$ cat src/common/clbe_defines.svh
// Register offsets, flag positions and reset values of the link byte block
`ifndef CLBE_DEFINES_SVH
`define CLBE_DEFINES_SVH

`define CLBE_OFS_CTRL 12'h000
`define CLBE_OFS_CFG 12'h004
`define CLBE_OFS_TXBYTE 12'h008
`define CLBE_OFS_RXBYTE 12'h00c
`define CLBE_OFS_STATUS 12'h010
`define CLBE_OFS_ENABLE 12'h014

`define CLBE_NFLAGS 13
`define CLBE_RX_BYTE_READY_FLAG 0
`define CLBE_RX_DONE_FLAG 1
`define CLBE_RX_OVERRUN_FLAG 2
`define CLBE_BRE 3
`define CLBE_SHORT_PERIOD_ERROR_FLAG 4
`define CLBE_LONG_PERIOD_ERROR_FLAG 5
`define CLBE_RXACK 6
`define CLBE_ARBL 7
`define CLBE_TX_BYTE_REQUEST_FLAG 8
`define CLBE_TX_DONE_FLAG 9
`define CLBE_TX_UNDERRUN_FLAG 10
`define CLBE_TX_LINE_ERROR_FLAG 11
`define CLBE_TXACK 12

`define CLBE_CTRL_EN 0
`define CLBE_CTRL_SOM 1
`define CLBE_CTRL_EOM 2

`define CLBE_CFG_BRESTOP 4
`define CLBE_CFG_RISING_ERROR_ERRBIT_EN 5
`define CLBE_CFG_LONG_PERIOD_ERRBIT_EN 6
`define CLBE_CFG_LISTEN 31

`define CLBE_RESET_WORD 32'h0000_0000
`endif

$ cat src/common/clbe_pkg.sv
// Types shared by the link byte block
package clbe_pkg;
    typedef logic [12:0] clbe_flags_t;

    // Events from the bit engine, one-cycle pulses
    typedef struct packed {
        logic txAckMiss;
        logic txLineErr;
        logic txByteNeed;
        logic txLastDone;
        logic txFourthBit;
        logic arbLost;
        logic rxAckMiss;
        logic longPeriod;
        logic shortPeriod;
        logic risingErr;
        logic rxByteStore;
        logic rxLast;
        logic rxBroadcast;
        logic rxForeign;
    } clbe_evt_t;

    // Control toward the bit engine
    typedef struct packed {
        logic enable;
        logic startMsg;
        logic endMsg;
        logic listen;
        logic abortTx;
        logic stopRx;
        logic errorBit;
        logic nack;
    } clbe_ctl_t;

    typedef enum logic [2:0] {
        CLBE_IDLE = 3'b001,
        CLBE_SEND = 3'b010,
        CLBE_RECV = 3'b100
    } clbe_state_t;
endpackage

$ cat src/design/clbe_core.sv
// Byte buffers, event flags and enables of the single-wire link controller
//
// Implementation choice: the APB register port.
`include "clbe_defines.svh"

module clbe_core
    import clbe_pkg::*;
(
    // Clock and reset
    input wire logic clk,
    input wire logic rst_b,
    // APB slave
    input wire logic psel,
    input wire logic penable,
    input wire logic pwrite,
    input wire logic [11:0] paddr,
    input wire logic [31:0] pwdata,
    input wire logic [3:0] pstrb,
    output logic [31:0] prdata,
    output logic pready,
    output logic pslverr,
    // Bit engine side
    input wire clbe_evt_t evt,
    input wire logic [7:0] rxByte,
    output clbe_ctl_t ctl,
    output logic [7:0] txByte,
    output logic txByteValid,
    output clbe_state_t linkState,
    // Interrupt
    output logic irq
);
    logic [2:0] ctrl_r;
    logic [31:0] cfg_r;
    logic [7:0] txByte_r;
    logic txValid_r;
    logic [7:0] rxByte_r;
    clbe_flags_t flags_r;
    clbe_flags_t flags_nxt;
    clbe_flags_t ien_r;
    clbe_state_t state_r;
    clbe_ctl_t ctl_r;
    logic wrEn;
    logic rdEn;
    logic hit;
    logic txAbort;
    logic rxStop;
    logic overrun;
    logic bcast;

    function automatic logic isReg(input logic [11:0] a,
                                   input logic [11:0] ofs);
        return a == ofs;
    endfunction

    assign wrEn = psel && penable && pwrite;
    assign rdEn = psel && penable && !pwrite;
    assign hit = isReg(paddr, `CLBE_OFS_CTRL) || isReg(paddr, `CLBE_OFS_CFG)
        || isReg(paddr, `CLBE_OFS_TXBYTE) || isReg(paddr, `CLBE_OFS_RXBYTE)
        || isReg(paddr, `CLBE_OFS_STATUS) || isReg(paddr, `CLBE_OFS_ENABLE);
    // Zero-wait slave; unmapped addresses answer with an error
    assign pready = 1'b1;
    assign pslverr = psel && penable && !hit;

    assign bcast = evt.rxBroadcast;
    assign overrun = evt.rxByteStore && flags_r[`CLBE_RX_BYTE_READY_FLAG];
    assign txAbort = evt.txAckMiss || evt.txLineErr
        || (evt.txByteNeed && !txValid_r);
    assign rxStop = evt.longPeriod || overrun
        || (evt.risingErr && cfg_r[`CLBE_CFG_BRESTOP])
        || (evt.rxAckMiss && (bcast || evt.rxForeign));

    // Control register; software may only set start/end while enabled
    always_ff @(posedge clk or negedge rst_b)
    begin
        if (!rst_b)
            ctrl_r <= 3'h0;
        else if (wrEn && isReg(paddr, `CLBE_OFS_CTRL) && pstrb[0]
                 && !pwdata[`CLBE_CTRL_EN])
            ctrl_r <= 3'h0;
        else if (!ctrl_r[`CLBE_CTRL_EN])
        begin
            if (wrEn && isReg(paddr, `CLBE_OFS_CTRL) && pstrb[0])
                ctrl_r[`CLBE_CTRL_EN] <= pwdata[`CLBE_CTRL_EN];
        end
        else
        begin
            if (wrEn && isReg(paddr, `CLBE_OFS_CTRL) && pstrb[0])
            begin
                if (pwdata[`CLBE_CTRL_SOM])
                    ctrl_r[`CLBE_CTRL_SOM] <= 1'b1;
                if (pwdata[`CLBE_CTRL_EOM])
                    ctrl_r[`CLBE_CTRL_EOM] <= 1'b1;
            end
            // hardware clears start/end
            // Arbitration loss leaves them pending so the engine retries
            if (txAbort || evt.txLastDone)
            begin
                ctrl_r[`CLBE_CTRL_SOM] <= 1'b0;
                ctrl_r[`CLBE_CTRL_EOM] <= 1'b0;
            end
        end
    end

    // Configuration is plain storage
    always_ff @(posedge clk or negedge rst_b)
    begin
        if (!rst_b)
            cfg_r <= `CLBE_RESET_WORD;
        else if (wrEn && isReg(paddr, `CLBE_OFS_CFG))
        begin
            for (int i = 0; i < 4; i++)
                if (pstrb[i])
                    cfg_r[i*8 +: 8] <= pwdata[i*8 +: 8];
        end
    end

    // transmit byte store, consumed when the engine takes it
    always_ff @(posedge clk or negedge rst_b)
    begin
        if (!rst_b)
        begin
            txByte_r <= 8'h00;
            txValid_r <= 1'b0;
        end
        else if (!ctrl_r[`CLBE_CTRL_EN])
            txValid_r <= 1'b0;
        else if (wrEn && isReg(paddr, `CLBE_OFS_TXBYTE) && pstrb[0])
        begin
            txByte_r <= pwdata[7:0];
            txValid_r <= 1'b1;
        end
        else if (evt.txByteNeed || txAbort)
            txValid_r <= 1'b0;
    end

    // receive byte updated on every store
    always_ff @(posedge clk or negedge rst_b)
    begin
        if (!rst_b)
            rxByte_r <= 8'h00;
        else if (evt.rxByteStore)
            rxByte_r <= rxByte;
    end

    // Flag set terms; disabled peripheral raises nothing
    always_comb
    begin
        flags_nxt = '0;
        if (ctrl_r[`CLBE_CTRL_EN])
        begin
            flags_nxt[`CLBE_RX_BYTE_READY_FLAG] = evt.rxByteStore;
            flags_nxt[`CLBE_RX_DONE_FLAG] = evt.rxByteStore && evt.rxLast;
            flags_nxt[`CLBE_RX_OVERRUN_FLAG] = overrun;
            flags_nxt[`CLBE_BRE] = evt.risingErr;
            flags_nxt[`CLBE_SHORT_PERIOD_ERROR_FLAG] = evt.shortPeriod;
            flags_nxt[`CLBE_LONG_PERIOD_ERROR_FLAG] = evt.longPeriod;
            flags_nxt[`CLBE_RXACK] = evt.rxAckMiss
                && (bcast || evt.rxForeign);
            flags_nxt[`CLBE_ARBL] = evt.arbLost;
            flags_nxt[`CLBE_TX_BYTE_REQUEST_FLAG] = evt.txFourthBit;
            flags_nxt[`CLBE_TX_DONE_FLAG] = evt.txLastDone && !txAbort;
            flags_nxt[`CLBE_TX_UNDERRUN_FLAG] = evt.txByteNeed && !txValid_r;
            flags_nxt[`CLBE_TX_LINE_ERROR_FLAG] = evt.txLineErr;
            flags_nxt[`CLBE_TXACK] = evt.txAckMiss;
        end
    end

    // sticky flags, write one clears, a new event wins
    always_ff @(posedge clk or negedge rst_b)
    begin
        if (!rst_b)
            flags_r <= '0;
        else if (wrEn && isReg(paddr, `CLBE_OFS_STATUS))
            flags_r <= (flags_r & ~clbe_flags_t'(pwdata[12:0]))
                | flags_nxt;
        else
            flags_r <= flags_r | flags_nxt;
    end

    // Enables; writing while enabled is software's hazard, still stored
    always_ff @(posedge clk or negedge rst_b)
    begin
        if (!rst_b)
            ien_r <= '0;
        else if (wrEn && isReg(paddr, `CLBE_OFS_ENABLE))
            ien_r <= pwdata[12:0];
    end

    assign irq = |(flags_r & ien_r);

    // Link activity tracking
    always_ff @(posedge clk or negedge rst_b)
    begin
        if (!rst_b)
            state_r <= CLBE_IDLE;
        else
        begin
            case (state_r)
                CLBE_IDLE:
                    if (ctrl_r[`CLBE_CTRL_EN] && ctrl_r[`CLBE_CTRL_SOM])
                        state_r <= CLBE_SEND;
                    else if (evt.rxByteStore)
                        state_r <= CLBE_RECV;
                CLBE_SEND:
                    if (!ctrl_r[`CLBE_CTRL_EN] || txAbort || evt.txLastDone)
                        state_r <= CLBE_IDLE;
                    else if (evt.arbLost)
                        state_r <= CLBE_RECV;
                CLBE_RECV:
                    if (!ctrl_r[`CLBE_CTRL_EN] || rxStop
                        || (evt.rxByteStore && evt.rxLast))
                        state_r <= CLBE_IDLE;
                default:
                    state_r <= CLBE_IDLE;
            endcase
        end
    end

    // Registered control toward the bit engine; abort and stop stay high while disabled
    always_ff @(posedge clk or negedge rst_b)
    begin
        if (!rst_b)
            ctl_r <= '0;
        else
        begin
            ctl_r.abortTx <= txAbort || !ctrl_r[`CLBE_CTRL_EN];
            ctl_r.stopRx <= rxStop || !ctrl_r[`CLBE_CTRL_EN];
            ctl_r.errorBit <= ctrl_r[`CLBE_CTRL_EN] && (evt.shortPeriod
                || (evt.longPeriod
                    && (cfg_r[`CLBE_CFG_LONG_PERIOD_ERRBIT_EN] || bcast))
                || (evt.risingErr && cfg_r[`CLBE_CFG_RISING_ERROR_ERRBIT_EN]));
            ctl_r.nack <= overrun && bcast;
        end
    end

    always_comb
    begin
        ctl = ctl_r;
        ctl.enable = ctrl_r[`CLBE_CTRL_EN];
        ctl.startMsg = ctrl_r[`CLBE_CTRL_SOM];
        ctl.endMsg = ctrl_r[`CLBE_CTRL_EOM];
        ctl.listen = cfg_r[`CLBE_CFG_LISTEN];
    end

    assign txByte = txByte_r;
    assign txByteValid = txValid_r;
    assign linkState = state_r;

    // APB read mux, registered on the setup cycle
    always_ff @(posedge clk or negedge rst_b)
    begin
        if (!rst_b)
            prdata <= 32'h0;
        else if (psel && !penable && !pwrite)
        begin
            if (isReg(paddr, `CLBE_OFS_CTRL))
                prdata <= {29'h0, ctrl_r};
            else if (isReg(paddr, `CLBE_OFS_CFG))
                prdata <= cfg_r;
            else if (isReg(paddr, `CLBE_OFS_RXBYTE))
                prdata <= {24'h0, rxByte_r};
            else if (isReg(paddr, `CLBE_OFS_STATUS))
                prdata <= {19'h0, flags_r};
            else if (isReg(paddr, `CLBE_OFS_ENABLE))
                prdata <= {19'h0, ien_r};
            else
                prdata <= 32'h0;
        end
    end

    // Assertions
    sticky_flag_a:
        assert property (@(posedge clk) disable iff (!rst_b)
            flags_r[`CLBE_RX_BYTE_READY_FLAG] && !(wrEn
            && isReg(paddr, `CLBE_OFS_STATUS) && pwdata[`CLBE_RX_BYTE_READY_FLAG])
            |=> flags_r[`CLBE_RX_BYTE_READY_FLAG])
        else $error("byte ready flag dropped without clear");
    byte_ready_a:
        assert property (@(posedge clk) disable iff (!rst_b)
            ctrl_r[0] && evt.rxByteStore |=> flags_r[`CLBE_RX_BYTE_READY_FLAG]
            && rxByte_r == $past(rxByte))
        else $error("stored byte not flagged");
    rx_end_a:
        assert property (@(posedge clk) disable iff (!rst_b)
            $rose(flags_r[`CLBE_RX_DONE_FLAG]) |-> $past(evt.rxByteStore))
        else $error("end flag without byte store");
    tx_abort_a:
        assert property (@(posedge clk) disable iff (!rst_b)
            ctrl_r[0] && evt.txAckMiss |=> !ctrl_r[1] && !ctrl_r[2]
            && flags_r[`CLBE_TXACK])
        else $error("missing ack did not abort");
    arb_keep_a:
        assert property (@(posedge clk) disable iff (!rst_b)
            ctrl_r[1] && evt.arbLost && !txAbort && !evt.txLastDone
            && ctrl_r[0] |=> ctrl_r[1])
        else $error("start request lost on arbitration");
    underrun_a:
        assert property (@(posedge clk) disable iff (!rst_b)
            ctrl_r[0] && evt.txByteNeed && !txValid_r
            |=> flags_r[`CLBE_TX_UNDERRUN_FLAG] && !ctrl_r[1])
        else $error("underrun not raised");
    irq_gate_a:
        assert property (@(posedge clk) disable iff (!rst_b)
            irq == |(flags_r & ien_r))
        else $error("interrupt not gated by enables");
    short_err_a:
        assert property (@(posedge clk) disable iff (!rst_b)
            ctrl_r[0] && evt.shortPeriod |=> ctl.errorBit)
        else $error("short period without error bit");
    disable_a:
        assert property (@(posedge clk) disable iff (!rst_b)
            !ctrl_r[0] |-> !ctrl_r[1] && !ctrl_r[2])
        else $error("controls set while disabled");
    overrun_a:
        assert property (@(posedge clk) disable iff (!rst_b)
            ctrl_r[0] && overrun |=> flags_r[`CLBE_RX_OVERRUN_FLAG] && ctl.stopRx)
        else $error("overrun not handled");
endmodule

$ cat config.mk
export PLATFORM = sky130hd
export DESIGN_NAME = clbe_core
export DESIGN_NICKNAME = d
export VERILOG_FILES = /design/src/common/clbe_pkg.sv /design/src/design/clbe_core.sv
export VERILOG_INCLUDE_DIRS = /design/src /design/src/common
export SDC_FILE = /design/constraint.sdc
export NUM_CORES = 1
export LEC_CHECK = 0
export BUFFER_PORTS_ARGS = -buffer_cell sky130_fd_sc_hd__buf_2
export CAP_MARGIN = 20
export CORE_ASPECT_RATIO = 0.7
export CORE_MARGIN = 5
export CORE_UTILIZATION = 50
export CTS_BUF_LIST = sky130_fd_sc_hd__clkbuf_4 sky130_fd_sc_hd__clkbuf_8
export DETAILED_ROUTE_END_ITERATION = 16
export GPL_TIMING_DRIVEN = 0
export MAX_ROUTING_LAYER = met4
export PLACE_DENSITY = 0.76
export SLEW_MARGIN = 20
export SYNTH_ARGS = -nofsm -noshare
export SYNTH_HDL_FRONTEND = slang
export SYNTH_SLANG_ARGS = --single-unit
$ cat constraint.sdc
create_clock -name clk -period 1.8 [get_ports clk]
set_clock_uncertainty 0.1 [all_clocks]
set_input_delay 0.18 -clock clk [delete_from_list [all_inputs] [get_ports clk]]
set_output_delay 0.18 -clock clk [all_outputs]
set_load 0.05 [all_outputs]
After elaboration in Yosys (flattened, before gate mapping)
Index checks and enable logic that the tools add are counted.

cells by class
  equal/unequal tests = 12
  muxes and demuxes = 24
  bitwise gates (word level) = 5
  reductions and logical operators = 65

operators with widths
  kind                   count
  $mux W13               5
  $mux W32               2
  $and A13 B13 Y13       2
  $or A13 B13 Y13        2
  $eq A12 B4 Y1 const B  2
  $eq A12 B5 Y1 const B  2
  $logic_and A1 B1 Y1    24
  $logic_or A1 B1 Y1     20
  $mux W3                6
  $not A13 Y13           1
  $reduce_or A13 Y1      1
  $eq A12 B3 Y1 const B  1
  $logic_not A12 Y1      1
  $reduce_and A2 Y1      5
  $pmux W3 S3            1
  $reduce_and A3 Y1      3
  $reduce_bool A3 Y1     3
  $logic_not A1 Y1       7
  $mux W1                7
  $mux W2                3
  $ne A3 B3 Y1 const B   2
  $eq A3 B1 Y1 const B   1
  $eq A3 B2 Y1 const B   1
  $eq A3 B3 Y1 const B   1
  other kinds (3)        3

word-level totals
  bits in registers = 117
  input port bits = 75
  output and inout port bits = 55
  logic and storage cells = 124

Depth between registers and ports, before layout
  depth after elaboration = 8
  mapped depth = 6
  gate-level depth less buffers = 4

Worst setup path after synthesis
No wires, ideal clock.

  path kind = input to register
  start = input paddr[9]
  end = register txByte_r[0], in the netlist txByte[0]
  setup time = 0.125 ns
  data arrival time = 2.002 ns
  path slack = -0.427 ns
  stages on the path = 5
  buffers on the path = 1
  path through = or4_1 > buf_2 > or4_4 > nor3_4 > mux2_2

on the way
  cells in the longest elaborated chain, start to end = 4

RTL lines
  what                               RTL line          source
  start, declared                    clbe_core.sv:16   input wire logic [11:0] paddr,
  $eq A12 B4 Y1                      clbe_core.sv:52   return a == ofs;
  $logic_and A1 B1 Y1 (2 in series)  clbe_core.sv:127  else if (wrEn && isReg(paddr, `CLBE_OFS_TXBYTE) && pstrb[0])
  $reduce_and A2 Y1 (no line)        -
  end signal, assigned               clbe_core.sv:129  txByte_r <= pwdata[7:0];
  end, declared                      clbe_core.sv:34   logic [7:0] txByte_r;

Every way passes these cells.
A chain may end at the register's enable or synchronous reset.

Worst setup path after layout
  start = input paddr[10]
  end = register txByte_r[7], in the netlist txByte[7]

Same word-level chain as after synthesis.

==> metrics.csv <==
stage;metric;value;unit
global_route;antenna_found_initial;0;
worst_hold_path;hp-class;input port to flop;
sta;setup_viol;13;
clock_tree;clk_latency;420;ps
power_and_ir_drop;p_clk_share;40.5;%
die;die_area;12200;µm²
sta;period_share;106;%
power_and_ir_drop;net-switching-power;1.31;mW
yosys;avgSynthCellArea;13.0;µm²
die;fp.dieW;130;µm
die;coreArea;9760;µm²
yosys;syn_nets;462;
yosys;yosysSeqAreaShare;58.2;%
die;row_count;30;
worst_setup_path;crit_chain;buf_6, or4_4, or4_4, nor3_4, buf_12, buf_12, mux2_4;
power_and_ir_drop;p_per_area;784;nW/µm²
outcome;violations;setup timing;
global_route;grtUsageTotal;25.2;%
routing;via_per_inst;5.78;
die;start_util;51.6;%
worst_setup_path;r2r_slack;30;ps
sta;drv_slew;0;
power_and_ir_drop;leakage;3.55;nW
layout;fin_nets;668;
layout;num-fill-cells;695;
sta;setup-tns-final;-942;ps
clock_tree;cts_buffers;17;
sta;max_slew_margin;52.1;%
routing;detail_route.wl_per_cell;20.0;µm
layout;final_common_cell;buf_2;
clock_tree;clk_pin_slew_worst_paths;70;ps
sta;tightest_slew;712;ps
worst_setup_path;path_max_fanout;5;
global_route;grt_max_degree;84;
global_route;grt_pass1_wl;22800;µm
clock_tree;tritoncts;built;
clock_tree;cts.root.buffer_cell;clkbuf_8;
layout;instances_no_fill;733;
yosys;synth_seq_cells;117;
place;hpwl;9980;µm
routing;drtAntennaViolNets;0;
yosys;yosys_warnings;0;
clock_tree;clock_sinks;117;
layout;final_cell_mix;buf_2 (123), dfrtp_1 (116), mux2_2 (54), dlygate4sd3_1 (52), a22o_1 (30);
routing;num_vias;4237;
sta;setup_ws;-116;ps
yosys;yosysTopAreaCell;dfrtp_1;
yosys;synth.area.top_cells;dfrtp_1 (58%), mux2_2 (14%), a22o_1 (5.2%);
layout;postLayoutCoreUtil;71.8;%
worst_setup_path;cpMaxStageDelayCell;or4_4;
layout;area_delta_synth_final;39.2;%
power_and_ir_drop;totalPowerFinal;5.49;mW
die;die_h;94.0;µm
layout;seqCellArea;2930;µm²
routing;wl;14600;µm
sta;finalHoldViolCount;0;
worst_setup_path;cp-end-kind;flop;
power_and_ir_drop;p_sw_share;23.8;%
routing;drc_errors;0;
layout;drive_gt1_share;43.4;%
yosys;netlist.area_leader.share;57.7;%
place;port-buffer-count;126;
yosys;yosysUniqueCellTypes;52;
place;placed_cells;642;
routing;drtPass1Iterations;5;
routing;drt_iter0_drc;401;
clock_tree;cts_max_level;4;
sta;grt_setup_unrepaired;true;
global_route;first_global_vias;4439;
worst_setup_path;cp.arrival;2110;ps
clock_tree;max-clock-path-buffers;2;
sta;fmax;522;MHz
yosys;syn_inst;387;
run;drv_cap;0;
power_and_ir_drop;peakVddDrop;811;µV
worst_setup_path;crit_type;input port to flop;
outcome;status;complete, but fails checks;
sta;period_needed;1920;ps
yosys;netlist_area;5030;µm²
place;place.gp.congestion;0.899;
power_and_ir_drop;pwr-share-seq;49.3;%
worst_setup_path;required;2000;ps
worst_setup_path;max_stage_delay;550;ps
power_and_ir_drop;p_int;4.18;mW
worst_setup_path;start_kind;input port;
die;io_pins;130;
place;dp_slack;-860;ps
global_route;grt_overflow;0;
layout;multi_input_area;2110;µm²
power_and_ir_drop;combPwrFrac;10.2;%
## stage by stage
stage	instance area, µm²	hold WS (ps)
after floorplan	5060	-216
after detailed placement	5880	-9.40
after global routing	7010	80.3
final	7010	88.3
after global placement	5850	295
after CTS	6970	48.3
## power groups by stage
| stage | Sequential, mW | Combinational (mW) | Clock (mW) |
|---|---|---|---|
| finish | 2.71 | 0.562 | 2.22 |
| global route | 2.71 | 0.606 | 2.39 |
| CTS | 2.71 | 0.557 | 2.26 |
| detailed placement | 2.76 | 0.461 | 0 |
| global placement | 2.75 | 0.439 | 0 |
| floorplan | 2.82 | 0.163 | 0 |
## worst max-delay path: cells and delay by family
kind,cells,cell delay [ps]
AND/OR/NAND/NOR,3,1260
buffers and inverters,3,370
multiplexers,1,300
## timing repair
| item | 4_1_cts | 5_1_grt |
|---|---|---|
| buffers inserted | 7 | 3 |
| hold buffers | 52 | 0 |
| hold endpoints to repair | 198 | 0 |
| gates resized for setup | 25 | 14 |
| cloned | 1 | 0 |
| pin swaps | 6 | 4 |
| endpoints found under the setup margin | 86 | 47 |
## state kept, by name, indices dropped and copies added (netlist names), 3 cells and up, named ones only
signal and flops:
ien_r 13, cfg_r 32, ctl 4, flags_r 13, prdata 32, rxByte_r 8
txByte 8, linkState 3
## synth_stat cells, drive strengths merged
master  number
dfrtp      116
mux2        63
nand2       32
a22o        30
clkbuf      16
mux2i       13
o21ai       10
a32o         8
a22oi        7
nor2         6
nor2b        6
o22ai        6
a21o         5
buf          5
nand3        5
nor3         5
nor4         5
a21oi        4
or4          4
a21boi       3
a31oi        3
inv          3
nor3b        3
o32a         3
or4b         3
a221oi       2
nand4b       2
o31ai        2
o41ai        2
or3b         2
a222oi       1
a31o         1
a41o         1
a41oi        1
and3         1
and4b        1
conb         1
dfstp        1
nand2b       1
nand4        1
nor4b        1
or2          1
or3          1
## final timing paths
kind | start | depth (start not counted) | to
min in group asynchronous | rst_b | 2 | prdata[19]
worst min register to register | cfg_r[15] | 1 | prdata[15]
worst max register to register | flop | 5 | txByte[7]
worst min-delay path | evt[7] | 4 | flags_r[6]
worst max-delay path | paddr[10] | 7 | txByte[7]
max in group asynchronous | rst_b | 3 | linkState[0]
## cell families (layout without fill, tap and decap cells)
group	count (synthesis)	after routing	synth area share, %
AND/OR/NAND/NOR	80	80	9.07
flip-flops	117	117	58.2
AO/OA/AOI/OAI	89	89	13.9
multiplexers	76	76	16.7
buffers and inverters	24	241	2.11
other	1	2	0.0745
## per-layer routing
metal	global-route usage [%]	up-vias	wire length, µm
li1	-	1882	-
met1	34.1	2131	6480
met2	37.2	209	6660
met3	8.75	15	1330
met4	5.54	0	153
met5	-	-	0
## cell type report
class,count,area share (%)
Antenna cell,1,0.0357
Buffer,18,1.36
Clock buffer,25,4.46
Clock inverter,5,0.714
Inverter,3,0.161
Multi-Input combinational cell,246,30.2
Sequential cell,117,41.8
Tap cell,128,2.28
Timing Repair Buffer,190,19.0
No activity file was read; power rests on OpenSTA's default activity.
